===== config.mk =====
export PLATFORM = sky130hd
export DESIGN_NAME = panel_line_clock_bias_ctrl
export DESIGN_NICKNAME = d
export VERILOG_FILES = /design/src/panel_pkg.sv /design/src/panel_line_clock_bias_ctrl.sv /design/src/bias_toggle_gen.sv
export SDC_FILE = /design/constraint.sdc
export NUM_CORES = 1
export LEC_CHECK = 0
export BUFFER_PORTS_ARGS = -buffer_cell sky130_fd_sc_hd__buf_2
export CAP_MARGIN = 5
export CORE_MARGIN = 8
export CORE_UTILIZATION = 50
export CTS_CLUSTER_DIAMETER = 30
export DETAILED_ROUTE_END_ITERATION = 12
export GPL_TIMING_DRIVEN = 0
export HOLD_SLACK_MARGIN = 0.12
export PLACE_DENSITY = 0.74
export SYNTH_ARGS = -nofsm -noshare
export SYNTH_HDL_FRONTEND = slang
export SYNTH_SLANG_ARGS = --single-unit

===== constraint.sdc =====
create_clock -name clk_sys -period 2.5 [get_ports clk_sys]
set_input_delay 0.125 -clock clk_sys [delete_from_list [all_inputs] [get_ports clk_sys]]
set_output_delay 0.125 -clock clk_sys [all_outputs]
set_load 0.02 [all_outputs]

===== src/panel_pkg.sv =====
package panel_pkg;

  // ****************************************************************
  // Register map
  // ****************************************************************
  localparam logic [11:0] PIN_CTRL_A_OFFSET = 12'h604;
  localparam logic [11:0] STATUS_OFFSET     = 12'h700;
  localparam int          ADDR_W            = 12;

  // ****************************************************************
  // Pin control field positions
  // ****************************************************************
  localparam int LC_VBLANK_BIT      = 18;
  localparam int ALT_VBLANK_BIT     = 19;
  localparam int BIAS_EDGE_BIT      = 20;
  localparam int BIAS_FRAME_INV_BIT = 21;
  localparam int BIAS_FREQ_BIT      = 22;
  localparam int BIAS_SYNC_RST_BIT  = 23;
  localparam int SCLK_DLY_LSB       = 24;
  localparam int SCLK_DLY_W         = 3;
  localparam int FIRST_LINE_BIT     = 27;

  // ****************************************************************
  // Reset values and masks
  // ****************************************************************
  localparam logic [31:0] PIN_CTRL_A_RESET = 32'h0000_0000;
  // Bits 31:28 are reserved and always read as zero.
  localparam logic [31:0] PIN_CTRL_A_MASK  = 32'h0fff_ffff;

  // ****************************************************************
  // Status field positions
  // ****************************************************************
  localparam int ST_BIAS_BIT    = 0;
  localparam int ST_VBLANK_BIT  = 1;
  localparam int ST_LC_RUN_BIT  = 2;
  localparam int ST_ALT_RUN_BIT = 3;

  // ****************************************************************
  // Bus responses and widths
  // ****************************************************************
  localparam logic [1:0] RESP_OKAY   = 2'h0;
  localparam logic [1:0] RESP_SLVERR = 2'h2;
  localparam int         BIAS_CNT_W  = 7;

  // ****************************************************************
  // Timing
  // ****************************************************************
  // Nominal span of the shift clock pad delay, in ns, code 0 to 7.
  localparam int SCLK_DLY_SPAN_NS = 7;

endpackage : panel_pkg


===== src/panel_line_clock_bias_ctrl.sv =====
// Decided for this implementation: register access over AXI4-Lite.
`timescale 1ns/1ps

module panel_line_clock_bias_ctrl (
  // Clock, enable and reset
  input  wire logic                                 clk_sys,
  input  wire logic                                 rstn,
  input  wire logic                                 ce,
  // AXI4-Lite write address
  input  wire logic [panel_pkg::ADDR_W-1:0]         s_axi_awaddr,
  input  wire logic                                 s_axi_awvalid,
  output logic                                      s_axi_awready,
  // AXI4-Lite write data
  input  wire logic [31:0]                          s_axi_wdata,
  input  wire logic [3:0]                           s_axi_wstrb,
  input  wire logic                                 s_axi_wvalid,
  output logic                                      s_axi_wready,
  // AXI4-Lite write response
  output logic [1:0]                                s_axi_bresp,
  output logic                                      s_axi_bvalid,
  input  wire logic                                 s_axi_bready,
  // AXI4-Lite read address
  input  wire logic [panel_pkg::ADDR_W-1:0]         s_axi_araddr,
  input  wire logic                                 s_axi_arvalid,
  output logic                                      s_axi_arready,
  // AXI4-Lite read data
  output logic [31:0]                               s_axi_rdata,
  output logic [1:0]                                s_axi_rresp,
  output logic                                      s_axi_rvalid,
  input  wire logic                                 s_axi_rready,
  // Panel timing from the display section
  input  wire logic                                 line_start,
  input  wire logic                                 frame_start,
  input  wire logic                                 vblank,
  input  wire logic                                 first_blank_line,
  input  wire logic                                 line_clock_src,
  input  wire logic                                 alt_line_clock_src,
  input  wire logic                                 line_clock_active_high,
  input  wire logic                                 alt_active_high,
  input  wire logic                                 shift_clock_src,
  // Bias toggle inputs
  input  wire logic                                 bias_src_clk,
  input  wire logic [panel_pkg::BIAS_CNT_W-1:0]     bias_cycle_count,
  input  wire logic                                 panel_enable_gate,
  // Panel outputs
  output logic                                      line_clock_out,
  output logic                                      alt_line_clock_out,
  output logic                                      bias_toggle_out,
  output logic                                      shift_clock_out,
  output logic [panel_pkg::SCLK_DLY_W-1:0]          shift_clock_dly_sel
);

  // ****************************************************************
  // Write and read bookkeeping
  // ****************************************************************
  logic                          awready_ff;
  logic                          wready_ff;
  logic                          bvalid_ff;
  logic [1:0]                    bresp_ff;
  logic                          aw_hold_ff;
  logic [panel_pkg::ADDR_W-1:0]  awaddr_ff;
  logic                          w_hold_ff;
  logic [31:0]                   wdata_ff;
  logic [3:0]                    wstrb_ff;
  logic                          arready_ff;
  logic                          rvalid_ff;
  logic [1:0]                    rresp_ff;
  logic [31:0]                   rdata_ff;

  // ****************************************************************
  // Register and shadow state
  // ****************************************************************
  logic [31:0]                   pin_ctrl_a_ff;
  logic [31:0]                   cfg_ff;
  logic [panel_pkg::SCLK_DLY_W-1:0] dly_ff;
  logic                          lc_out_ff;
  logic                          alt_out_ff;
  logic                          sclk_out_ff;
  logic                          bias_w;

  function automatic logic [31:0] merge_strb(input logic [31:0] old_v,
                                             input logic [31:0] new_v,
                                             input logic [3:0]  strb);
    logic [31:0] res;
    res = old_v;
    for (int i = 0; i < 4; i++) begin
      if (strb[i]) begin
        res[8*i +: 8] = new_v[8*i +: 8];
      end
    end
    return res;
  endfunction : merge_strb

  // ****************************************************************
  // Write channel
  // ****************************************************************
  wire logic aw_take = s_axi_awvalid & awready_ff;
  wire logic w_take  = s_axi_wvalid & wready_ff;
  wire logic aw_have = aw_hold_ff | aw_take;
  wire logic w_have  = w_hold_ff | w_take;
  wire logic do_write = aw_have & w_have & ~bvalid_ff;
  wire logic [panel_pkg::ADDR_W-1:0] wr_addr =
      aw_hold_ff ? awaddr_ff : s_axi_awaddr;
  wire logic [31:0] wr_data = w_hold_ff ? wdata_ff : s_axi_wdata;
  wire logic [3:0]  wr_strb = w_hold_ff ? wstrb_ff : s_axi_wstrb;
  wire logic wr_ctrl = do_write &
                       (wr_addr == panel_pkg::PIN_CTRL_A_OFFSET);
  wire logic wr_stat = wr_addr == panel_pkg::STATUS_OFFSET;
  wire logic nxt_aw_hold = aw_have & ~do_write;
  wire logic nxt_w_hold  = w_have & ~do_write;
  wire logic nxt_bvalid  = do_write | (bvalid_ff & ~s_axi_bready);
  wire logic nxt_awready = ~nxt_aw_hold & ~nxt_bvalid;
  wire logic nxt_wready  = ~nxt_w_hold & ~nxt_bvalid;
  wire logic [1:0] nxt_bresp =
      ~do_write ? bresp_ff :
      ((wr_ctrl | wr_stat) ? panel_pkg::RESP_OKAY
                           : panel_pkg::RESP_SLVERR);
  // Reserved bits are never stored, so they read back as zero.
  wire logic [31:0] nxt_pin_ctrl_a =
      wr_ctrl ? (merge_strb(pin_ctrl_a_ff, wr_data, wr_strb) &
                 panel_pkg::PIN_CTRL_A_MASK)
              : pin_ctrl_a_ff;

  always_ff @(posedge clk_sys or negedge rstn) begin
    if (!rstn) begin
      awready_ff <= 1'b1;
      wready_ff  <= 1'b1;
      bvalid_ff  <= 1'b0;
      bresp_ff   <= panel_pkg::RESP_OKAY;
      aw_hold_ff <= 1'b0;
      awaddr_ff  <= '0;
      w_hold_ff  <= 1'b0;
      wdata_ff   <= '0;
      wstrb_ff   <= '0;
    end else if (ce) begin
      awready_ff <= nxt_awready;
      wready_ff  <= nxt_wready;
      bvalid_ff  <= nxt_bvalid;
      bresp_ff   <= nxt_bresp;
      aw_hold_ff <= nxt_aw_hold;
      w_hold_ff  <= nxt_w_hold;
      if (aw_take) begin
        awaddr_ff <= s_axi_awaddr;
      end
      if (w_take) begin
        wdata_ff <= s_axi_wdata;
        wstrb_ff <= s_axi_wstrb;
      end
    end
  end

  // ****************************************************************
  // Read channel
  // ****************************************************************
  wire logic ar_take = s_axi_arvalid & arready_ff;
  wire logic rd_ctrl = s_axi_araddr == panel_pkg::PIN_CTRL_A_OFFSET;
  wire logic rd_stat = s_axi_araddr == panel_pkg::STATUS_OFFSET;
  wire logic first_on = first_blank_line &
                        cfg_ff[panel_pkg::FIRST_LINE_BIT];
  wire logic lc_pass  = ~vblank | cfg_ff[panel_pkg::LC_VBLANK_BIT] |
                        first_on;
  wire logic alt_pass = ~vblank | cfg_ff[panel_pkg::ALT_VBLANK_BIT] |
                        first_on;
  wire logic [31:0] status_w =
      (32'h1 << panel_pkg::ST_BIAS_BIT) & {32{bias_toggle_out}} |
      (32'h1 << panel_pkg::ST_VBLANK_BIT) & {32{vblank}} |
      (32'h1 << panel_pkg::ST_LC_RUN_BIT) & {32{lc_pass}} |
      (32'h1 << panel_pkg::ST_ALT_RUN_BIT) & {32{alt_pass}};
  wire logic [31:0] rd_data =
      rd_ctrl ? pin_ctrl_a_ff : (rd_stat ? status_w : 32'h0000_0000);
  wire logic nxt_rvalid  = ar_take | (rvalid_ff & ~s_axi_rready);
  wire logic nxt_arready = ~nxt_rvalid;

  always_ff @(posedge clk_sys or negedge rstn) begin
    if (!rstn) begin
      arready_ff <= 1'b1;
      rvalid_ff  <= 1'b0;
      rresp_ff   <= panel_pkg::RESP_OKAY;
      rdata_ff   <= '0;
    end else if (ce) begin
      arready_ff <= nxt_arready;
      rvalid_ff  <= nxt_rvalid;
      if (ar_take) begin
        rdata_ff <= rd_data;
        rresp_ff <= (rd_ctrl | rd_stat) ? panel_pkg::RESP_OKAY
                                        : panel_pkg::RESP_SLVERR;
      end
    end
  end

  // ****************************************************************
  // Register and boundary shadows
  // ****************************************************************
  // The working copy follows the register at each frame start, so a
  // write never cuts a frame in half; the delay code follows at each line start.
  wire logic [31:0] nxt_cfg = frame_start ? pin_ctrl_a_ff : cfg_ff;
  wire logic [panel_pkg::SCLK_DLY_W-1:0] nxt_dly =
      line_start ? pin_ctrl_a_ff[panel_pkg::SCLK_DLY_LSB +:
                                 panel_pkg::SCLK_DLY_W]
                 : dly_ff;

  always_ff @(posedge clk_sys or negedge rstn) begin
    if (!rstn) begin
      pin_ctrl_a_ff <= panel_pkg::PIN_CTRL_A_RESET;
      cfg_ff        <= panel_pkg::PIN_CTRL_A_RESET;
      dly_ff        <= '0;
    end else if (ce) begin
      pin_ctrl_a_ff <= nxt_pin_ctrl_a;
      cfg_ff        <= nxt_cfg;
      dly_ff        <= nxt_dly;
    end
  end

  // ****************************************************************
  // Line clock gating in vertical blank
  // ****************************************************************
  wire logic nxt_lc  = lc_pass ? line_clock_src
                               : ~line_clock_active_high;
  wire logic nxt_alt = alt_pass ? alt_line_clock_src
                                : ~alt_active_high;

  always_ff @(posedge clk_sys or negedge rstn) begin
    if (!rstn) begin
      lc_out_ff   <= 1'b0;
      alt_out_ff  <= 1'b0;
      sclk_out_ff <= 1'b0;
    end else if (ce) begin
      lc_out_ff   <= nxt_lc;
      alt_out_ff  <= nxt_alt;
      sclk_out_ff <= shift_clock_src;
    end
  end

  // ****************************************************************
  // Bias toggle
  // ****************************************************************
  bias_toggle_gen u_bias (
    .clk_sys     (clk_sys),
    .rstn        (rstn),
    .ce          (ce),
    .edge_rise   (cfg_ff[panel_pkg::BIAS_EDGE_BIT]),
    .frame_inv   (cfg_ff[panel_pkg::BIAS_FRAME_INV_BIT]),
    .gate_mode   (cfg_ff[panel_pkg::BIAS_FREQ_BIT]),
    .sync_rst    (cfg_ff[panel_pkg::BIAS_SYNC_RST_BIT]),
    .cycle_count (bias_cycle_count),
    .src_clk     (bias_src_clk),
    .frame_start (frame_start),
    .enable_gate (panel_enable_gate),
    .bias_out    (bias_w)
  );

  // ****************************************************************
  // Outputs
  // ****************************************************************
  assign s_axi_awready       = awready_ff;
  assign s_axi_wready        = wready_ff;
  assign s_axi_bvalid        = bvalid_ff;
  assign s_axi_bresp         = bresp_ff;
  assign s_axi_arready       = arready_ff;
  assign s_axi_rvalid        = rvalid_ff;
  assign s_axi_rdata         = rdata_ff;
  assign s_axi_rresp         = rresp_ff;
  assign line_clock_out      = lc_out_ff;
  assign alt_line_clock_out  = alt_out_ff;
  assign bias_toggle_out     = bias_w;
  assign shift_clock_out     = sclk_out_ff;
  assign shift_clock_dly_sel = dly_ff;

endmodule : panel_line_clock_bias_ctrl


===== src/bias_toggle_gen.sv =====
`timescale 1ns/1ps

module bias_toggle_gen (
  // Clock and reset
  input  wire logic                               clk_sys,
  input  wire logic                               rstn,
  input  wire logic                               ce,
  // Control
  input  wire logic                               edge_rise,
  input  wire logic                               frame_inv,
  input  wire logic                               gate_mode,
  input  wire logic                               sync_rst,
  input  wire logic [panel_pkg::BIAS_CNT_W-1:0]   cycle_count,
  // Timing
  input  wire logic                               src_clk,
  input  wire logic                               frame_start,
  input  wire logic                               enable_gate,
  // Output
  output logic                                    bias_out
);

  logic                             src_prev_ff;
  logic                             pol_ff;
  logic                             phase_ff;
  logic [panel_pkg::BIAS_CNT_W-1:0] cnt_ff;
  logic                             bias_ff;

  // ****************************************************************
  // Active edge and toggle decision
  // ****************************************************************
  wire logic act_edge = edge_rise ? (src_clk & ~src_prev_ff)
                                  : (~src_clk & src_prev_ff);
  wire logic cnt_done = (cnt_ff >= cycle_count);
  // Gate mode changes state only while the enable gate is low.
  wire logic do_toggle = act_edge &
                         (gate_mode ? ~enable_gate : cnt_done);
  wire logic [panel_pkg::BIAS_CNT_W-1:0] nxt_cnt =
      (frame_start & sync_rst) ? '0 :
      (act_edge & ~gate_mode) ?
        (cnt_done ? '0 : cnt_ff + 7'h01) : cnt_ff;
  wire logic nxt_pol =
      (frame_start & sync_rst) ? 1'b0 :
      (do_toggle ? ~pol_ff : pol_ff);
  wire logic nxt_phase = (frame_start & frame_inv) ? ~phase_ff
                                                   : phase_ff;

  always_ff @(posedge clk_sys or negedge rstn) begin
    if (!rstn) begin
      src_prev_ff <= 1'b0;
      pol_ff      <= 1'b0;
      phase_ff    <= 1'b0;
      cnt_ff      <= '0;
      bias_ff     <= 1'b0;
    end else if (ce) begin
      src_prev_ff <= src_clk;
      pol_ff      <= nxt_pol;
      phase_ff    <= nxt_phase;
      cnt_ff      <= nxt_cnt;
      bias_ff     <= nxt_pol ^ nxt_phase;
    end
  end

  assign bias_out = bias_ff;

endmodule : bias_toggle_gen


Word level (Yosys, flattened, before mapping)
Index checks and enable logic that the tools add are counted.
{ "totals": {"latch_bits": 0, "mem_bits_ro": 0, "wordCells": 112, "memories": 0, "ff_bits": 160, "mem_bits_rw": 0} }
{ "op_classes": {"shifts": 0, "n_div": 0, "reduce_logical": 12, "muxes": 17, "add_sub_neg": 1, "eq_ne": 4, "n_bitwise": 50, "mul": 0, "n_lt_le_gt_ge": 1} }
{ "op_table": {"columns": ["cell", "count"], "rows": [
  ["2-to-1 mux 28 bit", 2],
  ["== test 12 x 11 -> 1 bit, second input constant", 4],
  ["2-to-1 mux 7 bit", 3],
  ["AND 1 bit", 19],
  ["inverter 1 bit", 17],
  ["AND reduction 2 bit", 7],
  ["2-to-1 mux 12 bit", 1],
  ["AND reduction 3 bit", 4],
  ["bitwise OR 1 bit", 10],
  ["2-to-1 mux 4 bit", 2],
  ["adder 7 x 1 -> 7 bit, second input constant", 1],
  ["greater-or-equal comparator 7 bit", 1],
  ["2-to-1 mux 1 bit", 7],
  ["2-to-1 mux 2 bit", 2],
  ["bitwise OR 3 x 4 -> 4 bit", 1],
  ["bitwise OR 2 x 3 -> 3 bit", 1],
  ["bitwise OR 1 x 2 -> 2 bit", 1],
  ["nonzero test 2 bit", 1],
  ["bitwise XOR 1 bit", 1]
]} }

Depth between registers and ports, before layout
{ "logic_depth": {"depth_word": 8, "depth_mapped": 8} }

By module
A second synthesis with hierarchy kept.
{ "hier_totals": {"hier_cells": 470, "hier_area_um2": 6083.3} }
{ "by_module_without_submodules": {"columns": ["module", "n_inst", "area_each_um2", "cells_per_inst"], "rows": [
  ["panel_line_clock_bias_ctrl", 1, 5242.5, 371],
  ["bias_toggle_gen", 1, 840.8, 99]
]} }

Worst setup path after synthesis
OpenSTA, ideal clock, no wires.
{ "synth_path": {"path_type": "flip-flop to flip-flop", "startpoint": "reg awready_ff (netlist: s_axi_awready)", "endpoint": "reg pin_ctrl_a_ff[16]", "arrival_time_ns": 1.837, "n_path_buf": 0, "setup_slack_ns": 0.538, "synth_period_minus_slack_ns": 1.962, "path_stages_with_launch": 6, "required_ns": 2.375, "cell_sequence": "dfstp_2 -> a21oi_1 -> nor3_2 -> nand4_4 -> nor2_4 -> mux2_2"} }
{ "synth_between": {"elab_chain_cells": 6} }
{ "synth_rtl": {"columns": ["item", "line", "source"], "rows": [
  ["from (decl)", "panel_line_clock_bias_ctrl.sv:56", "logic awready_ff;"],
  ["from (signal assigned)", "panel_line_clock_bias_ctrl.sv:136", "awready_ff <= nxt_awready;"],
  ["AND 1 bit", "panel_line_clock_bias_ctrl.sv:97", "wire logic aw_take = s_axi_awvalid & awready_ff;"],
  ["bitwise OR 1 bit", "panel_line_clock_bias_ctrl.sv:99", "wire logic aw_have = aw_hold_ff | aw_take;"],
  ["AND 1 bit (2 in series)", "panel_line_clock_bias_ctrl.sv:101", "wire logic do_write = aw_have & w_have & ~bvalid_ff;"],
  ["AND 1 bit", "panel_line_clock_bias_ctrl.sv:106", "wire logic wr_ctrl = do_write &"],
  ["AND reduction 3 bit (no line)", null, null],
  ["to (signal assigned)", "panel_line_clock_bias_ctrl.sv:204", "pin_ctrl_a_ff <= panel_pkg::PIN_CTRL_A_RESET;"],
  ["to (signal assigned)", "panel_line_clock_bias_ctrl.sv:208", "pin_ctrl_a_ff <= nxt_pin_ctrl_a;"],
  ["to (decl)", "panel_line_clock_bias_ctrl.sv:73", "logic [31:0] pin_ctrl_a_ff;"]
]} }
Every way passes these cells.
A chain may end at the register's enable or synchronous reset.

Final worst setup path
{ "layout_path": {"startpoint": "reg aw_hold_ff", "endpoint": "reg pin_ctrl_a_ff[2]"} }
{ "layout_between": {"elab_chain_cells": 5} }
{ "layout_rtl": {"columns": ["item", "line", "source"], "rows": [
  ["from (decl)", "panel_line_clock_bias_ctrl.sv:60", "logic aw_hold_ff;"],
  ["from (signal assigned)", "panel_line_clock_bias_ctrl.sv:140", "aw_hold_ff <= nxt_aw_hold;"],
  ["branches (longest 3 deep; another with 2-to-1 mux 12 bit)", null, null],
  ["AND 1 bit (*)", "panel_line_clock_bias_ctrl.sv:106", null],
  ["AND reduction 3 bit (no line) (*)", null, null]
]} }
Every way passes the cells marked *.

==> results by group <==
Run status
  • Result of the run: complete, no violations

Setup path
  • Startpoint Class: register
  • CP Capture Type: register
  • Worst Path Class, Setup: reg -> reg
  • Worst-path fanout max: 8
  • Data required time of the worst path: 2.80 ns
  • Data arrival time of the worst path: 2.57 ns

Power
  • Fraction of power consumed by sequential logic: 0.401
  • Static leakage: 3.93 nW
  • NetSw: 1.96 mW
  • Share of power burned in combinational logic: 0.231
  • Maximum VDD drop: 704 uV
  • Internal Power: 5.29 mW
  • Net switching share of the total power: 0.271
  • Power density cells: 886 nW/um^2
  • Clk network pwr share: 0.367

Worst hold path
  • Path class of the lowest-slack min-delay path: in -> reg

Clocking
  • Root Driver: sky130_fd_sc_hd__clkbuf_16
  • Clk buf depth: 2
  • Clock tree from TritonCTS: built
  • Number of CTS-inserted buffers: 17
  • H-tree depth: 4
  • Clock sink count: 133
  • Clock insertion delay at the later pin of the skew report: 0.42 ns
  • Register clock-pin slew on the reported worst setup and hold paths: 0.06 ns

Timing
  • Least setup slack across all paths after layout: 0.228 ns
  • Highest clock rate: 440 MHz
  • Number of slew-limit violations in the final report: 0
  • Count of endpoints failing setup in the final report: 0
  • Transition time at the pin with the least slew margin: 0.732 ns
  • Final period util: 0.909
  • Final Hold Vio Count: 0
  • Unrepaired setup endpoints after global routing: false
  • Slew margin rel.: 0.512
  • Worst Skew: 0.00834 ns
  • Final critical-path required period: 2.27 ns

Die
  • Die width: 127 microns
  • Core region area: 12,000 sq um
  • Vertical die dimension: 127 microns
  • Total number of placement rows: 40
  • Initial core utilization: 0.511
  • Boundary pin count: 134
  • Die outline area: 16,000 sq um

Placement
  • Post-Place Worst Slack: 0.163 ns
  • Placed Instances: 795
  • Routability congestion estimate: 0.816
  • Number of port buffers: 123
  • HPWL after DPL: 10,800 microns

Yosys
  • Most area-hungry cell type in the Yosys netlist: sky130_fd_sc_hd__dfrtp_1
  • Synthesized area: 6110 sq um
  • Primary flip-flop cell chosen by synthesis mapping: sky130_fd_sc_hd__dfrtp_1
  • Leading cell types by count after synthesis: sky130_fd_sc_hd__dfrtp_1 (130), sky130_fd_sc_hd__mux2_2 (111), sky130_fd_sc_hd__nand2_1 (79)
  • Post-synth EDFFs: 0
  • Yosys warns: 0
  • Gate count after technology mapping: 519
  • Register bit total from synthesis: 133
  • Cell with the most instances after synthesis: sky130_fd_sc_hd__dfrtp_1
  • Area share of the leading cell type in the synthesized netlist: 0.532
  • Share of synthesized registers carrying an async set or reset: 1.00
  • Fraction of the yosys area taken by sequential cells: 0.545
  • Mean Syn Cell Area: 11.8 sq um
  • Number of unique standard cell types used by synthesis: 49
  • Biggest area contributors in the synthesized netlist: sky130_fd_sc_hd__dfrtp_1 (53%), sky130_fd_sc_hd__mux2_2 (20%), sky130_fd_sc_hd__nand2_1 (4.9%)

GRT
  • Global-route total usage across every layer: 0.199
  • Number of global-route vias before repair: 5,107
  • Antenna violations before repair: 1
  • Pin count of the biggest net entering global routing: 72
  • Grt total ovfl: 0
  • First-pass GRT wire length: 25,300 microns

Finish
  • Post-layout instance count excluding filler cells: 886
  • Share of post-route cells with drive strength above 1: 0.392
  • Fill count: 901
  • Total Nets Final: 819
  • Layout overhead on the synthesized area: 34.0%

Route
  • Post-route antenna net violation count: 0
  • Number of remaining DRC errors: 0
  • Vias: 4,707
  • Vias per inst: 5.31
  • Number of iterations in the first detailed-routing pass: 4
  • Starting DRC count in detailed routing: 257
  • Average detailed-routed wire length per instance: 17.4 microns
  • Total Routed Length: 15,400 microns

Flow run
  • Max-cap violations: 0
repair_timing:
action,CTS,global route
setup buffers,0,0
resized for setup,0,1
endpoints found under the hold margin,146,0
hold buffers,58,0
endpoints found under the setup margin,0,5
layout by cell type, fill, tap and decap left out, drive strengths merged, types with 5 or more instances in the layout:
cell type,n
clkbuf,35
dfrtp,130
mux2,113
nor2b,5
nor2,13
nor4,6
nand3,9
ha,8
mux2i,6
inv,13
buf,139
a21oi,11
dlygate4sd3,58
conb,6
nand2,79
o21ai,49
cell type report:
class | count | area [sq um] | area share
Timing Repair Buffer | 182 | 1230 | 0.150
Antenna cell | 1 | 2.50 | 0.000306
Clock inverter | 9 | 148 | 0.0180
Buffer | 27 | 131 | 0.0161
Sequential cell | 133 | 3330 | 0.407
Inverter | 13 | 48.8 | 0.00596
Clock buffer | 23 | 488 | 0.0596
Multi-Input combinational cell | 351 | 2620 | 0.320
Tap cell | 147 | 184 | 0.0225
flip-flops by register name, summed over array words and instances, names as in the netlist:
register,flops
w_hold_ff,1
aw_hold_ff,1
line_clock_out,1
wdata_ff,28
s_axi_rdata,28
u_bias.src_prev_ff,1
s_axi_bvalid,1
s_axi_wready,1
shift_clock_dly_sel,3
alt_line_clock_out,1
wstrb_ff,4
shift_clock_out,1
u_bias.phase_ff,1
u_bias.pol_ff,1
awaddr_ff,12
u_bias.bias_out,1
pin_ctrl_a_ff,28
s_axi_rresp,1
s_axi_bresp,1
s_axi_rvalid,1
u_bias.cnt_ff,7
s_axi_arready,1
cfg_ff,7
s_axi_awready,1
routing by layer:
layer	vias up	part of all wire	global-route usage
met1	2310	0.42	0.232
met2	120	0.51	0.337
li1	2243	-	-
met4	0	0.026	0.0913
met5	-	0	0
met3	34	0.046	0.0532
kinds of logic after synthesis:
group / count (synthesis) / synth area share
compound gates: 81 / 0.0772
xor+xnor: 3 / 0.00430
fa+ha+maj: 8 / 0.0164
buf+inv: 40 / 0.0295
flops: 133 / 0.545
mux: 119 / 0.218
other cells: 1 / 0.000614
simple gates: 134 / 0.109
power groups by stage:
stage	Clock (mW)	Sequential [mW]	Combinational, mW
final	2.66	2.91	1.68
after global routing	2.78	2.97	1.84
after CTS	2.70	2.90	1.69
after detailed placement	0	2.93	1.60
after global placement	0	2.89	1.53
after floorplan	0	2.93	1.11
stage by stage:
step	TNS [ns]	cell area, sq um	power, mW	hold slack [ns]	util
finish	0	8190	7.25	0.143	0.684
global route	0	8190	7.59	0.164	0.684
CTS	0	8180	7.29	0.132	0.684
detailed placement	0	6960	4.54	0.150	0.582
global placement	-52.11	6930	4.42	0.358	0.579
floorplan	0	6130	4.04	-0.171	-
worst max-delay path, cell delays in order, from the launching register on:
cell                      delay [ns]
sky130_fd_sc_hd__dfrtp_1        0.36
sky130_fd_sc_hd__buf_4          0.16
sky130_fd_sc_hd__nor4_1         0.32
sky130_fd_sc_hd__nand4_1        0.21
sky130_fd_sc_hd__o31ai_4        0.12
sky130_fd_sc_hd__nand4_4        0.24
sky130_fd_sc_hd__nor2_4         0.35
sky130_fd_sc_hd__mux2_2         0.38
final timing paths:
check                               start          endpoint  slack (ns)  cells after the start
setup / recovery               aw_hold_ff  pin_ctrl_a_ff[2]        0.23                      7
hold / removal              s_axi_arvalid     s_axi_arready        0.14                      3
setup reg to reg               aw_hold_ff  pin_ctrl_a_ff[2]        0.23                      7
hold reg to reg            s_axi_rdata[6]    s_axi_rdata[6]        0.48                      2
max in group asynchronous            rstn       wdata_ff[5]        1.50                      3
min in group asynchronous            rstn      awaddr_ff[6]        0.27                      2
Note: power is estimated with default switching activity, not from simulation.
